$ cat config.mk
export PLATFORM = sky130hd
export DESIGN_NAME = faps_sequencer
export DESIGN_NICKNAME = d
export VERILOG_FILES = /design/src/design/faps_pkg.sv /design/src/design/faps_sequencer.sv
export VERILOG_INCLUDE_DIRS = /design/src /design/src/design
export SDC_FILE = /design/constraint.sdc
export NUM_CORES = 1
export LEC_CHECK = 0
export ABC_AREA = 0
export BUFFER_PORTS_ARGS = -buffer_cell sky130_fd_sc_hd__clkbuf_2
export CORE_AREA = 4 4 162 164
export CTS_CLUSTER_SIZE = 20
export DETAILED_ROUTE_END_ITERATION = 10
export DIE_AREA = 0 0 166 168
export PLACE_DENSITY = 0.49
export SLEW_MARGIN = 5
export SYNTH_ARGS = -nofsm -noshare
export SYNTH_HDL_FRONTEND = slang
export SYNTH_SLANG_ARGS = --single-unit
$ cat constraint.sdc
create_clock -name clk_i -period 4.8 [get_ports clk_i]
set_input_delay 0.96 -clock clk_i [delete_from_list [all_inputs] [get_ports clk_i]]
set_output_delay 0.96 -clock clk_i [all_outputs]
set_load 0.01 [all_outputs]
$ cat src/design/fuse_prog_consts.svh
// Timing constants and field layout for the fuse array programming sequencer.
`ifndef FUSE_PROG_CONSTS_SVH
`define FUSE_PROG_CONSTS_SVH
`define FAPS_CLK_MHZ 250
`define FAPS_ADDR_W 11
`define FAPS_OUT_W 8
`define FAPS_EQ_LSB 8
`define FAPS_PROD_LSB 5
`define FAPS_PAIR_LSB 1
`define FAPS_COMP_BIT 0
`define FAPS_T0_NS 500
`define FAPS_T1_NS 500
`define FAPS_T2_NS 500
`define FAPS_T3_NS 500
`define FAPS_T4_NS 400
`define FAPS_T7_NS 400
`define FAPS_T5_NS 500
`define FAPS_TP_US 10
`define FAPS_TP_MAX_US 30
`define FAPS_MAX_ON_US 5000
`define FAPS_RAMP_NS 2000
`define FAPS_MAX_RETRY 15
`define FAPS_CYC_NS(ns) (((ns) * `FAPS_CLK_MHZ + 999) / 1000)
`define FAPS_CYC_US(us) ((us) * `FAPS_CLK_MHZ)
`endif

$ cat src/design/faps_pkg.sv
// Types for the fuse array programming sequencer.
package faps_pkg;
    typedef enum logic [3:0] {
        FAPS_IDLE,
        FAPS_POWER,
        FAPS_ARR_RAMP,
        FAPS_SETTLE,
        FAPS_PULSE_RAMP,
        FAPS_PULSE,
        FAPS_RECOVER,
        FAPS_SAMPLE,
        FAPS_HOLD,
        FAPS_DONE
    } faps_state_t;
endpackage : faps_pkg

$ cat src/design/faps_sequencer.sv
// Host-side sequencer that programs and verifies fuses through the device pins.
// How it works
// (RULE1) All supplies rise together; array supply never ahead of main supply.
// (RULE2) Output pins are left undriven while array fuses are programmed.
// (RULE3) After power-up interval, array supply ramps to programming level.
// (RULE4) Eleven address lines select an array fuse; output pins select polarity.
// (RULE5) Pulse supply rises only after array settle and address set-up time.
// (RULE6) Pulse supply held at programming level for the pulse width.
// (RULE7) After pulse, wait verify-valid delay, then sample verify output low.
// (RULE8) An intact fuse may be pulsed again up to fifteen more times.
// (RULE9) Each further fuse repeats address through verify within power limits.
// (RULE10) Standalone verify: array supply high, pulse supply normal.
// (RULE11) Verify output sampled after its valid delay from array supply rise.
// (RULE12) Each power application stays under 5 ms, duty at most 20 percent.
// (RULE13) Wait 400 ns after pulse before address change or array supply drop.
// (RULE14) Output pins matter only for polarity and security fuses.
// (RULE15) Undriven output pins are pulled low inside the device.
// (RULE16) Security fuse: polarity sequence with all eight outputs high.
// (RULE17) A secured device no longer reports array fuse state.
// (RULE18) Address fields: equation 3, product 3, input pair 4, complement 1.
// (RULE19) Polarity fuse intact gives active high output, opened gives low.
// (RULE20) Fuse still intact after retries stops the sequence with failure.
`timescale 1ns/1ps
`default_nettype none
`include "fuse_prog_consts.svh"
module faps_sequencer
    import faps_pkg::*;
#(
    parameter int ADDR_W = `FAPS_ADDR_W,
    parameter int OUT_W = `FAPS_OUT_W,
    parameter int MAX_RETRY = `FAPS_MAX_RETRY,
    parameter int PULSE_CYC = `FAPS_CYC_US(`FAPS_TP_US),
    parameter int OFF_FACTOR = 4
) (
    input wire logic clk_i,
    input wire logic reset_n_i,
    input wire logic start_i,
    input wire logic verify_only_i,
    input wire logic [2:0] eq_sel_i,
    input wire logic [2:0] prod_sel_i,
    input wire logic [3:0] pair_sel_i,
    input wire logic comp_sel_i,
    input wire logic [OUT_W-1:0] pol_sel_i,
    input wire logic verify_output_i,
    output logic busy_o,
    output logic done_o,
    output logic pass_o,
    output logic fail_o,
    output logic [3:0] attempts_o,
    output logic supply_on_o,
    output logic array_program_supply_o,
    output logic pulse_supply_o,
    output logic [ADDR_W-1:0] addr_o,
    output logic [OUT_W-1:0] out_pin_o,
    output logic [OUT_W-1:0] out_pin_oe_o
);
    localparam int T0_CYC = `FAPS_CYC_NS(`FAPS_T0_NS);
    localparam int RAMP_CYC = `FAPS_CYC_NS(`FAPS_RAMP_NS);
    localparam int T12_CYC = `FAPS_CYC_NS(`FAPS_T1_NS);
    localparam int T3_CYC = `FAPS_CYC_NS(`FAPS_T3_NS);
    localparam int T47_CYC = `FAPS_CYC_NS(`FAPS_T4_NS);
    localparam int T5_CYC = `FAPS_CYC_NS(`FAPS_T5_NS);
    localparam int CNT_W = 32;
    // Worst case: every retry used, all of it under one power application.
    localparam int FIRST_CYC = T0_CYC + RAMP_CYC + T47_CYC + 3;
    localparam int ATTEMPT_CYC = T12_CYC + RAMP_CYC + PULSE_CYC + T3_CYC + 4;
    localparam int WORST_CYC = FIRST_CYC + (MAX_RETRY + 1) * ATTEMPT_CYC;
    localparam int MAX_ON_CYC = `FAPS_CYC_US(`FAPS_MAX_ON_US);
    localparam int PULSE_MAX_CYC = `FAPS_CYC_US(`FAPS_TP_MAX_US);

    // The address packing and the pin loop are written for this one pin layout.
    if (ADDR_W != `FAPS_ADDR_W || OUT_W != `FAPS_OUT_W) begin : g_bad_width
        $error("faps_sequencer: unsupported pin widths");
    end
    // The attempt counter is four bits wide, so fifteen retries is its ceiling.
    if (MAX_RETRY < 0 || MAX_RETRY > `FAPS_MAX_RETRY) begin : g_bad_retry
        $error("faps_sequencer: unsupported retry count");
    end
    // (RULE6) Pulse width ceiling.
    if (PULSE_CYC < 1 || PULSE_CYC > PULSE_MAX_CYC) begin : g_bad_pulse
        $error("faps_sequencer: unsupported pulse length");
    end
    // (RULE12) Duty cycle ceiling.
    if (OFF_FACTOR < 4) begin : g_bad_duty
        $error("faps_sequencer: unsupported off factor");
    end
    // (RULE12) Power-on ceiling.
    if (WORST_CYC > MAX_ON_CYC) begin : g_bad_on_time
        $error("faps_sequencer: sequence exceeds power-on limit");
    end

    // Counters are full width, so no sequence that the checks allow can wrap them.
    faps_state_t state_reg, state_next;
    logic [CNT_W-1:0] cnt_reg, cnt_next;
    logic [CNT_W-1:0] on_cnt_reg, on_cnt_next;
    logic [CNT_W-1:0] off_cnt_reg, off_cnt_next;
    logic [3:0] retry_reg, retry_next;
    logic vo_only_reg, vo_only_next;
    logic pol_mode_reg, pol_mode_next;
    logic [ADDR_W-1:0] addr_reg, addr_next;
    logic [OUT_W-1:0] pol_reg, pol_next;
    logic pass_reg, pass_next;
    logic fail_reg, fail_next;
    logic done_reg, done_next;
    logic ver_s1_reg, ver_s2_reg;

    wire cnt_zero = (cnt_reg == '0);
    wire [ADDR_W-1:0] addr_word;
    wire fuse_open = ~ver_s2_reg;
    // (RULE12) Off time against on time.
    wire duty_ok = (off_cnt_reg >= on_cnt_reg * OFF_FACTOR);
    // A refused start leaves no trace, so the caller holds start until busy rises.
    wire take_start = (state_reg == FAPS_IDLE) && start_i && duty_ok;
    wire supplies_on = (state_reg != FAPS_IDLE) && (state_reg != FAPS_DONE);
    // The array supply counts as raised while it ramps, so settling starts after it.
    wire array_high = (state_reg == FAPS_ARR_RAMP) || (state_reg == FAPS_SETTLE)
        || (state_reg == FAPS_PULSE_RAMP) || (state_reg == FAPS_PULSE)
        || (state_reg == FAPS_RECOVER) || (state_reg == FAPS_SAMPLE)
        || (state_reg == FAPS_HOLD);
    wire pulse_high = (state_reg == FAPS_PULSE_RAMP) || (state_reg == FAPS_PULSE);
    wire retry_left = (retry_reg < 4'(MAX_RETRY));

    // (RULE18) Address field packing.
    assign addr_word[`FAPS_EQ_LSB +: 3] = eq_sel_i;
    assign addr_word[`FAPS_PROD_LSB +: 3] = prod_sel_i;
    assign addr_word[`FAPS_PAIR_LSB +: 4] = pair_sel_i;
    assign addr_word[`FAPS_COMP_BIT] = comp_sel_i;

    // Verify output comes from another chip, so it is synchronised first.
    // It resets to the intact level, so nothing reads as opened before a real sample.
    always_ff @(posedge clk_i or negedge reset_n_i) begin
        if (!reset_n_i) begin
            ver_s1_reg <= 1'b1;
            ver_s2_reg <= 1'b1;
        end else begin
            ver_s1_reg <= verify_output_i;
            ver_s2_reg <= ver_s1_reg;
        end
    end

    // Next-state logic; counters count and done clears by default, the rest hold unless a branch says otherwise.
    always_comb begin
        state_next = state_reg;
        cnt_next = cnt_zero ? cnt_reg : cnt_reg - 1'b1;
        retry_next = retry_reg;
        vo_only_next = vo_only_reg;
        pol_mode_next = pol_mode_reg;
        addr_next = addr_reg;
        pol_next = pol_reg;
        pass_next = pass_reg;
        fail_next = fail_reg;
        done_next = 1'b0;
        // (RULE12) Power-on time and off-time accounting.
        on_cnt_next = supplies_on ? on_cnt_reg + 1'b1 : on_cnt_reg;
        off_cnt_next = supplies_on ? '0 : off_cnt_reg + (duty_ok ? '0 : 32'h1);
        unique case (state_reg)
            FAPS_IDLE: begin
                // (RULE12) Duty cycle gate.
                if (take_start) begin
                    vo_only_next = verify_only_i;
                    // (RULE4) Address or output pin select.
                    addr_next = addr_word;
                    pol_next = pol_sel_i;
                    pol_mode_next = (pol_sel_i != '0);
                    retry_next = '0;
                    pass_next = 1'b0;
                    fail_next = 1'b0;
                    on_cnt_next = '0;
                    // (RULE1) Supplies together.
                    cnt_next = CNT_W'(T0_CYC);
                    state_next = FAPS_POWER;
                end
            end
            FAPS_POWER: begin
                // (RULE3) Array supply ramp.
                if (cnt_zero) begin
                    cnt_next = CNT_W'(RAMP_CYC);
                    state_next = FAPS_ARR_RAMP;
                end
            end
            FAPS_ARR_RAMP: begin
                if (cnt_zero) begin
                    // (RULE10) Standalone verify path.
                    cnt_next = vo_only_reg ? CNT_W'(T5_CYC) : CNT_W'(T12_CYC);
                    state_next = vo_only_reg ? FAPS_RECOVER : FAPS_SETTLE;
                end
            end
            FAPS_SETTLE: begin
                // (RULE5) Settle and set-up before pulse.
                if (cnt_zero) begin
                    cnt_next = CNT_W'(RAMP_CYC);
                    state_next = FAPS_PULSE_RAMP;
                end
            end
            FAPS_PULSE_RAMP: begin
                if (cnt_zero) begin
                    cnt_next = CNT_W'(PULSE_CYC);
                    state_next = FAPS_PULSE;
                end
            end
            FAPS_PULSE: begin
                // (RULE6) Hold pulse width.
                if (cnt_zero) begin
                    cnt_next = CNT_W'(T3_CYC);
                    state_next = FAPS_RECOVER;
                end
            end
            FAPS_RECOVER: begin
                // (RULE7) Verify-valid delay.
                if (cnt_zero) begin
                    state_next = FAPS_SAMPLE;
                end
            end
            FAPS_SAMPLE: begin
                // (RULE7) Low means opened.
                // (RULE17) A secured part reads intact, so security shows as fail.
                if (fuse_open) begin
                    pass_next = 1'b1;
                    cnt_next = CNT_W'(T47_CYC);
                    state_next = FAPS_HOLD;
                end else if (!vo_only_reg && retry_left) begin
                    // (RULE8) Another pulse.
                    // Retries resume at the settle step with the address still held.
                    retry_next = retry_reg + 1'b1;
                    cnt_next = CNT_W'(T12_CYC);
                    state_next = FAPS_SETTLE;
                end else begin
                    // (RULE20) Retries exhausted.
                    fail_next = 1'b1;
                    cnt_next = CNT_W'(T47_CYC);
                    state_next = FAPS_HOLD;
                end
            end
            FAPS_HOLD: begin
                // (RULE13) Hold address and array supply.
                if (cnt_zero) begin
                    state_next = FAPS_DONE;
                end
            end
            FAPS_DONE: begin
                // (RULE9) Ready for the next fuse.
                done_next = 1'b1;
                state_next = FAPS_IDLE;
            end
        endcase
    end

    always_ff @(posedge clk_i or negedge reset_n_i) begin
        if (!reset_n_i) begin
            state_reg <= FAPS_IDLE;
            cnt_reg <= '0;
            on_cnt_reg <= '0;
            off_cnt_reg <= '0;
            retry_reg <= '0;
            vo_only_reg <= 1'b0;
            pol_mode_reg <= 1'b0;
            addr_reg <= '0;
            pol_reg <= '0;
            pass_reg <= 1'b0;
            fail_reg <= 1'b0;
            done_reg <= 1'b0;
        end else begin
            state_reg <= state_next;
            cnt_reg <= cnt_next;
            on_cnt_reg <= on_cnt_next;
            off_cnt_reg <= off_cnt_next;
            retry_reg <= retry_next;
            vo_only_reg <= vo_only_next;
            pol_mode_reg <= pol_mode_next;
            addr_reg <= addr_next;
            pol_reg <= pol_next;
            pass_reg <= pass_next;
            fail_reg <= fail_next;
            done_reg <= done_next;
        end
    end

    // Busy is decoded from the state, so a taken start shows on the next cycle.
    assign busy_o = (state_reg != FAPS_IDLE);
    assign done_o = done_reg;
    assign pass_o = pass_reg;
    assign fail_o = fail_reg;
    assign attempts_o = retry_reg;
    // (RULE1) Main supply is on in every state but idle and done, the array supply's window included.
    assign supply_on_o = supplies_on;
    assign array_program_supply_o = array_high;
    assign pulse_supply_o = pulse_high;
    assign addr_o = addr_reg;

    // (RULE2) Output pins driven only in polarity or security mode.
    // (RULE16) Security fuse uses all-ones select.
    // Unselected pins are released; the device's pull-downs then hold them low.
    wire pins_live = pol_mode_reg && supplies_on;
    genvar g;
    generate
        for (g = 0; g < OUT_W; g++) begin : g_out
            assign out_pin_o[g] = pol_reg[g];
            assign out_pin_oe_o[g] = pins_live && pol_reg[g];
        end
    endgenerate
endmodule : faps_sequencer
`default_nettype wire

### After elaboration in Yosys (flattened, before gate mapping)

Index checks and enable logic that the tools add are counted.
Widths: inputs -> output; s select.

| word-level totals | value |
|---|---|
| register bits after elaboration | 130 |
| input port bits | 24 |
| output and inout port bits | 38 |
| logic and storage cells | 111 |

| operators by class | value |
|---|---|
| add/subtract/negate cells | 4 |
| $lt $le $gt $ge | 2 |
| eq/ne operators | 22 |
| multiplexer cells | 36 |
| reduce and logical (&&, ||, !) cells | 33 |

Operators with widths:

| kind | number |
|---|---|
| $mux 32 | 9 |
| $pmux 32 s5 | 1 |
| $mux 4 | 13 |
| $pmux 4 s10 | 1 |
| $add 32x1->32 | 1 |
| $add 32x1->32 const B | 1 |
| $ge 32x32->1 | 1 |
| $logic_not 32->1 | 1 |
| $sub 32x1->32 const B | 1 |
| $ne 2x2->1 const B | 11 |
| $eq 4x3->1 const B | 4 |
| $logic_and 1x1->1 | 13 |
| $mux 5 | 2 |
| $eq 4x2->1 const B | 2 |
| $eq 4x4->1 const B | 2 |
| $pmux 4 s2 | 1 |
| $reduce_and 4->1 | 2 |
| $reduce_and 8->1 | 1 |
| $reduce_bool 8->1 | 1 |
| $logic_or 1x1->1 | 7 |
| $mux 1 | 6 |
| $add 4x1->4 const B | 1 |
| $eq 4x1->1 const B | 1 |
| $logic_not 4->1 | 1 |
| 11 further kinds | 13 |

### Depth between registers and ports, before layout

| depth | value |
|---|---|
| word-level depth | 7 |
| depth in mapped cells | 16 |
| gate-level depth less buffers | 15 |

### Worst setup path after synthesis

No wires, ideal clock.

| timing path | value |
|---|---|
| kind | register -> register |
| start point | register on_cnt_reg[0] |
| end point | register off_cnt_reg[31] |
| library setup time | 0.132 ns |
| arrival | 3.714 ns |
| required time | 4.668 ns |
| path slack | 0.954 ns |
| stages on the path, launching flop included | 16 |
| path buffers | 1 |
| period minus slack after synthesis | 3.846 ns |
| cell sequence | dfrtp_1 -> ha_1 -> nor4bb_1 -> o311a_1 -> a211oi_1 -> nor4_1 -> nor2_1 -> o31a_1 -> ha_1 -> nand2_1 -> nor4_2 -> or4b_2 -> clkbuf_1 -> nor4_1 -> xnor2_1 -> nor2_1 |

| between the ends | value |
|---|---|
| longest elaborated chain between the ends | 4 |

RTL lines:

| element | line | text |
|---|---|---|
| from (decl) | faps_sequencer.sv:95 | `logic [CNT_W-1:0] on_cnt_reg, on_cnt_next;` |
| from (signal assigned) | faps_sequencer.sv:265 | `on_cnt_reg <= on_cnt_next;` |
| $ge 32x32->1 | faps_sequencer.sv:111 | `wire duty_ok = (off_cnt_reg >= on_cnt_reg * OFF_FACTOR);` |
| $mux 1 | faps_sequencer.sv:155 | `off_cnt_next = supplies_on ? '0 : off_cnt_reg + (duty_ok ? '0 : 32'h1);` |
| $add 32x1->32 | faps_sequencer.sv:155 |  |
| $mux 32 | faps_sequencer.sv:155 |  |
| net off_cnt_next[31] | faps_sequencer.sv:96 | `logic [CNT_W-1:0] off_cnt_reg, off_cnt_next;` |
| to (signal assigned) | faps_sequencer.sv:266 | `off_cnt_reg <= off_cnt_next;` |
| to (decl) | faps_sequencer.sv:96 |  |

The timed path passes the listed nets, and every way through them passes these cells.
A chain may end at the register's enable or synchronous reset.

### Worst setup path in the final report

| timing path | value |
|---|---|
| start point | register off_cnt_reg[2] |
| end point | register off_cnt_reg[31] |

| between the ends | value |
|---|---|
| longest elaborated chain between the ends | 4 |

RTL lines:

| element | line |
|---|---|
| $ge 32x32->1 | faps_sequencer.sv:111 |
| $mux 1 | faps_sequencer.sv:155 |
| $add 32x1->32 * | faps_sequencer.sv:155 |
| $mux 32 * | faps_sequencer.sv:155 |
| net off_cnt_next[31] | faps_sequencer.sv:96 |

The timed path passes the listed nets; every way through them passes the cells marked *.

==> results by group <==
Run status
  – Status: completed

Yosys
  – Yosys reg bits: between 100 and 150
  – Top cell type's share of synthesized area: ~43%
  – Post-synthesis sequential area ratio: a little over two fifths
  – Asr flop ratio synth: 100%
  – Area leader, netlist: dfrtp_1
  – Main synth FF type: dfrtp_1
  – Synthesized net count: approximately 830
  – Yosys cell types: just under 70
  – Post-synth EDFFs: 0
  – Cell Area, Synth: 7370 sq um
  – Yosys warning count: 0
  – Top cells by area, synth: dfrtp_1 43%, xnor2_1 7.7%, ha_1 6.3%
  – Gate Count Post-Synth: about 770
  – Syn Area/Cell: approximately 9.6 sq um

CTS
  – Post-cts hold buffer count: 0
  – Root buf cell: clkbuf_16
  – Number of setup buffers added after CTS: 0
  – Clock transition at path regs: 0.06 ns
  – Max Buffers Root-to-Sink: 2
  – Htree depth: 4
  – Worst-skew pair later-pin latency: around 0.42 ns
  – Post-CTS Resized: 0
  – CTS tree: yes
  – Clock Sinks: approximately 130
  – Cts bufs inserted: 17

Finish
  – Layout cells sized above 1: between 10% and 20%
  – Layout area overhead: 16.1%
  – Fill count: between 2000 and 3000
  – Ant. Diodes: 0
  – Nets: slightly below 900
  – Reg area: 3210 sq um
  – Final cell count without fillers: 1171
  – Area occupied by multi-input gates: approximately 3800 sq um

Hold path
  – Worst hold path class: register to register

STA
  – Minimum clock period: 4.11 ns
  – Worst rel slew slack: 42.1%
  – Max Clk Rate: around 240 MHz
  – Hold slack: about 0.36 ns
  – Setup Skew: approximately 0.012 ns
  – Final hold violations: 0
  – Slew @ Worst Pin: 0.860 ns
  – Setup tns final: 0 ns
  – Final worst-path cycle share: about 86%
  – Setup WS post-layout: between 0.6 and 0.7 ns
  – RSZ-0062 raised after global routing: no
  – Pins Over Slew Limit: 0
  – Final setup violation count: 0

Drt
  – Final routed DRC violation total: 0
  – Drt pass-1 iters: 4
  – Routed vias/inst: 4.75
  – Routed wire per std cell: about 15 um
  – Initial DRC Count: between 300 and 400
  – Remaining antenna violation count: 0
  – Post-Route WL: 17300 um
  – Via count: 5565

Die
  – Die height: roughly 170 um
  – DIE WIDTH: about 170 um
  – Row count: 58
  – Die area: approximately 28000 sq um
  – IO Pins: 62
  – Placeable Area: around 25000 sq um
  – Initial core utilization: between 20% and 30%

Global routing
  – Largest net degree at the start of global routing: 83
  – GRT Util Overall: 12.7%
  – Global-route wire length before repair: a little under 30000 um
  – Grt total ovfl: 0
  – Initial antenna violation count: 0
  – Vias in the first global route: around 5600

Placed design
  – Detailed Place HPWL: roughly 12000 um
  – Placed instance count: 1139
  – Routability Congestion: around 0.77
  – PortBufs: 61
  – Pre-CTS setup slack: about 0.68 ns

Power
  – P_leak: about 0.0035 uW
  – VDD IR-drop max: 232 uV
  – Tot Pwr: between 4000 and 5000 uW
  – Pwr/cell area: ~520 nW/um^2

Worst setup path
  – Worst Path Arrival: ~4.4 ns
  – Crit start category: register
  – CP required: a little over 5 ns
  – WS Path Type: register to register
  – Critical Path Sink Type: register
  – Worst Path Max Fanout: 12

Run
  – Max capacitance violation total: 0
==> power breakdown <==
group / total (uW) / switching (uW) / internal [uW]
logic: 1490 / 816 / 679
clock network: 1190 / 505 / 684
registers: 1760 / 319 / 1440
==> placed cells by master, fill, tap and decap left out, drive strengths merged, types with 3 or more instances in the layout <==
master	count
or3	15
inv	43
and3	14
nand4	16
nor2b	4
o21ai	17
or4	6
and2	3
nand2	58
nor3	35
clkbuf	79
a211oi	5
buf	11
nand3	24
mux2	21
nor2	100
clkinvlp	7
xnor2	65
nand2b	5
o31ai	3
xor2	23
clkinv	6
and4	5
nor4	20
mux2i	3
ha	37
or4b	3
dfrtp	126
a21oi	50
==> cell families after synthesis <==
| logic type | after synthesis | share of synthesized area [%] |
|---|---|---|
| flops | 128 | 43.5 |
| buf+inv | 73 | 4.57 |
| compound gates | 103 | 10.3 |
| xor+xnor | 88 | 10.5 |
| mux | 24 | 3.62 |
| simple gates | 315 | 21.3 |
| fa+ha+maj | 37 | 6.28 |
==> final cells by class <==
type / count / share of cell area (%)
multi-input cells: 567 / 44.8
flip-flops and latches: 128 / 37.4
clock buffers: 19 / 5.29
well taps: 330 / 4.82
repair buffers: 71 / 4.66
inverters: 43 / 1.91
clock inverters: 13 / 1.05
==> worst paths after layout <==
kind	cells past startpoint	start	slack (ns)	endpoint
max	16	off_cnt_reg[2]$_DFF_PN0_	0.69	off_cnt_reg[31]$_DFF_PN0_
min	0	ver_s1_reg$_DFF_PN1_	0.36	ver_s2_reg$_DFF_PN1_
max reg2reg	16	off_cnt_reg[2]$_DFF_PN0_	0.69	off_cnt_reg[31]$_DFF_PN0_
min reg2reg	0	ver_s1_reg$_DFF_PN1_	0.36	ver_s2_reg$_DFF_PN1_
max in group asynchronous	2	reset_n_i	3.30	cnt_reg[8]$_DFF_PN0_
min in group asynchronous	1	reset_n_i	0.61	off_cnt_reg[18]$_DFF_PN0_
==> metal layers <==
| layer | wire length [um] | GRT usage [%] |
|---|---|---|
| met1 | 8340 | 17.0 |
| met2 | 8390 | 21.3 |
| met3 | 486 | 3.08 |
| met4 | 113 | 2.69 |
| met5 | 0 | 0 |
==> metrics by stage <==
step           cell area (sq um)  utilization, %
6_report                    8560            34.4
3_5_place_dp                8020            32.2
3_3_place_gp                8020            32.2
4_1_cts                     8560            34.4
5_1_grt                     8560            34.4
2_1_floorplan               7370               -
==> Yosys cell counts (all sizes together) (2+ instances only) <==
| cell type | number |
|---|---|
| nor4 | 20 |
| nor2b | 4 |
| and2 | 3 |
| mux2 | 21 |
| nor3b | 2 |
| xnor2 | 65 |
| a22o | 2 |
| o2bb2ai | 2 |
| or4b | 3 |
| o31ai | 3 |
| mux2i | 3 |
| nand4 | 16 |
| and4 | 5 |
| a31oi | 2 |
| or2 | 2 |
| xor2 | 23 |
| nor3 | 35 |
| a221oi | 2 |
| nand2b | 5 |
| nor2 | 100 |
| dfrtp | 126 |
| inv | 42 |
| o21ai | 17 |
| dfstp | 2 |
| buf | 13 |
| nand2 | 58 |
| or4 | 6 |
| o22ai | 2 |
| o31a | 2 |
| ha | 37 |
| a21oi | 50 |
| o2111ai | 2 |
| or3 | 15 |
| nand3 | 24 |
| a211oi | 5 |
| and3 | 14 |
| clkbuf | 17 |
==> critical path, cell delays in order, from the launching register on <==
cell and delay (ns):
dfrtp_1 0.39, inv_1 0.08, ha_1 0.27, nor4bb_1 0.15, o311a_1 0.33, a211oi_1 0.37
nor4_1 0.08, nor2_1 0.11, o31a_1 0.17, ha_1 0.19, nand2_1 0.14, nor4_2 0.26
buf_4 0.18, or4b_2 0.76, nor4_1 0.28, xnor2_1 0.16, nor2_1 0.05
No activity file was read; power rests on OpenSTA's default activity.
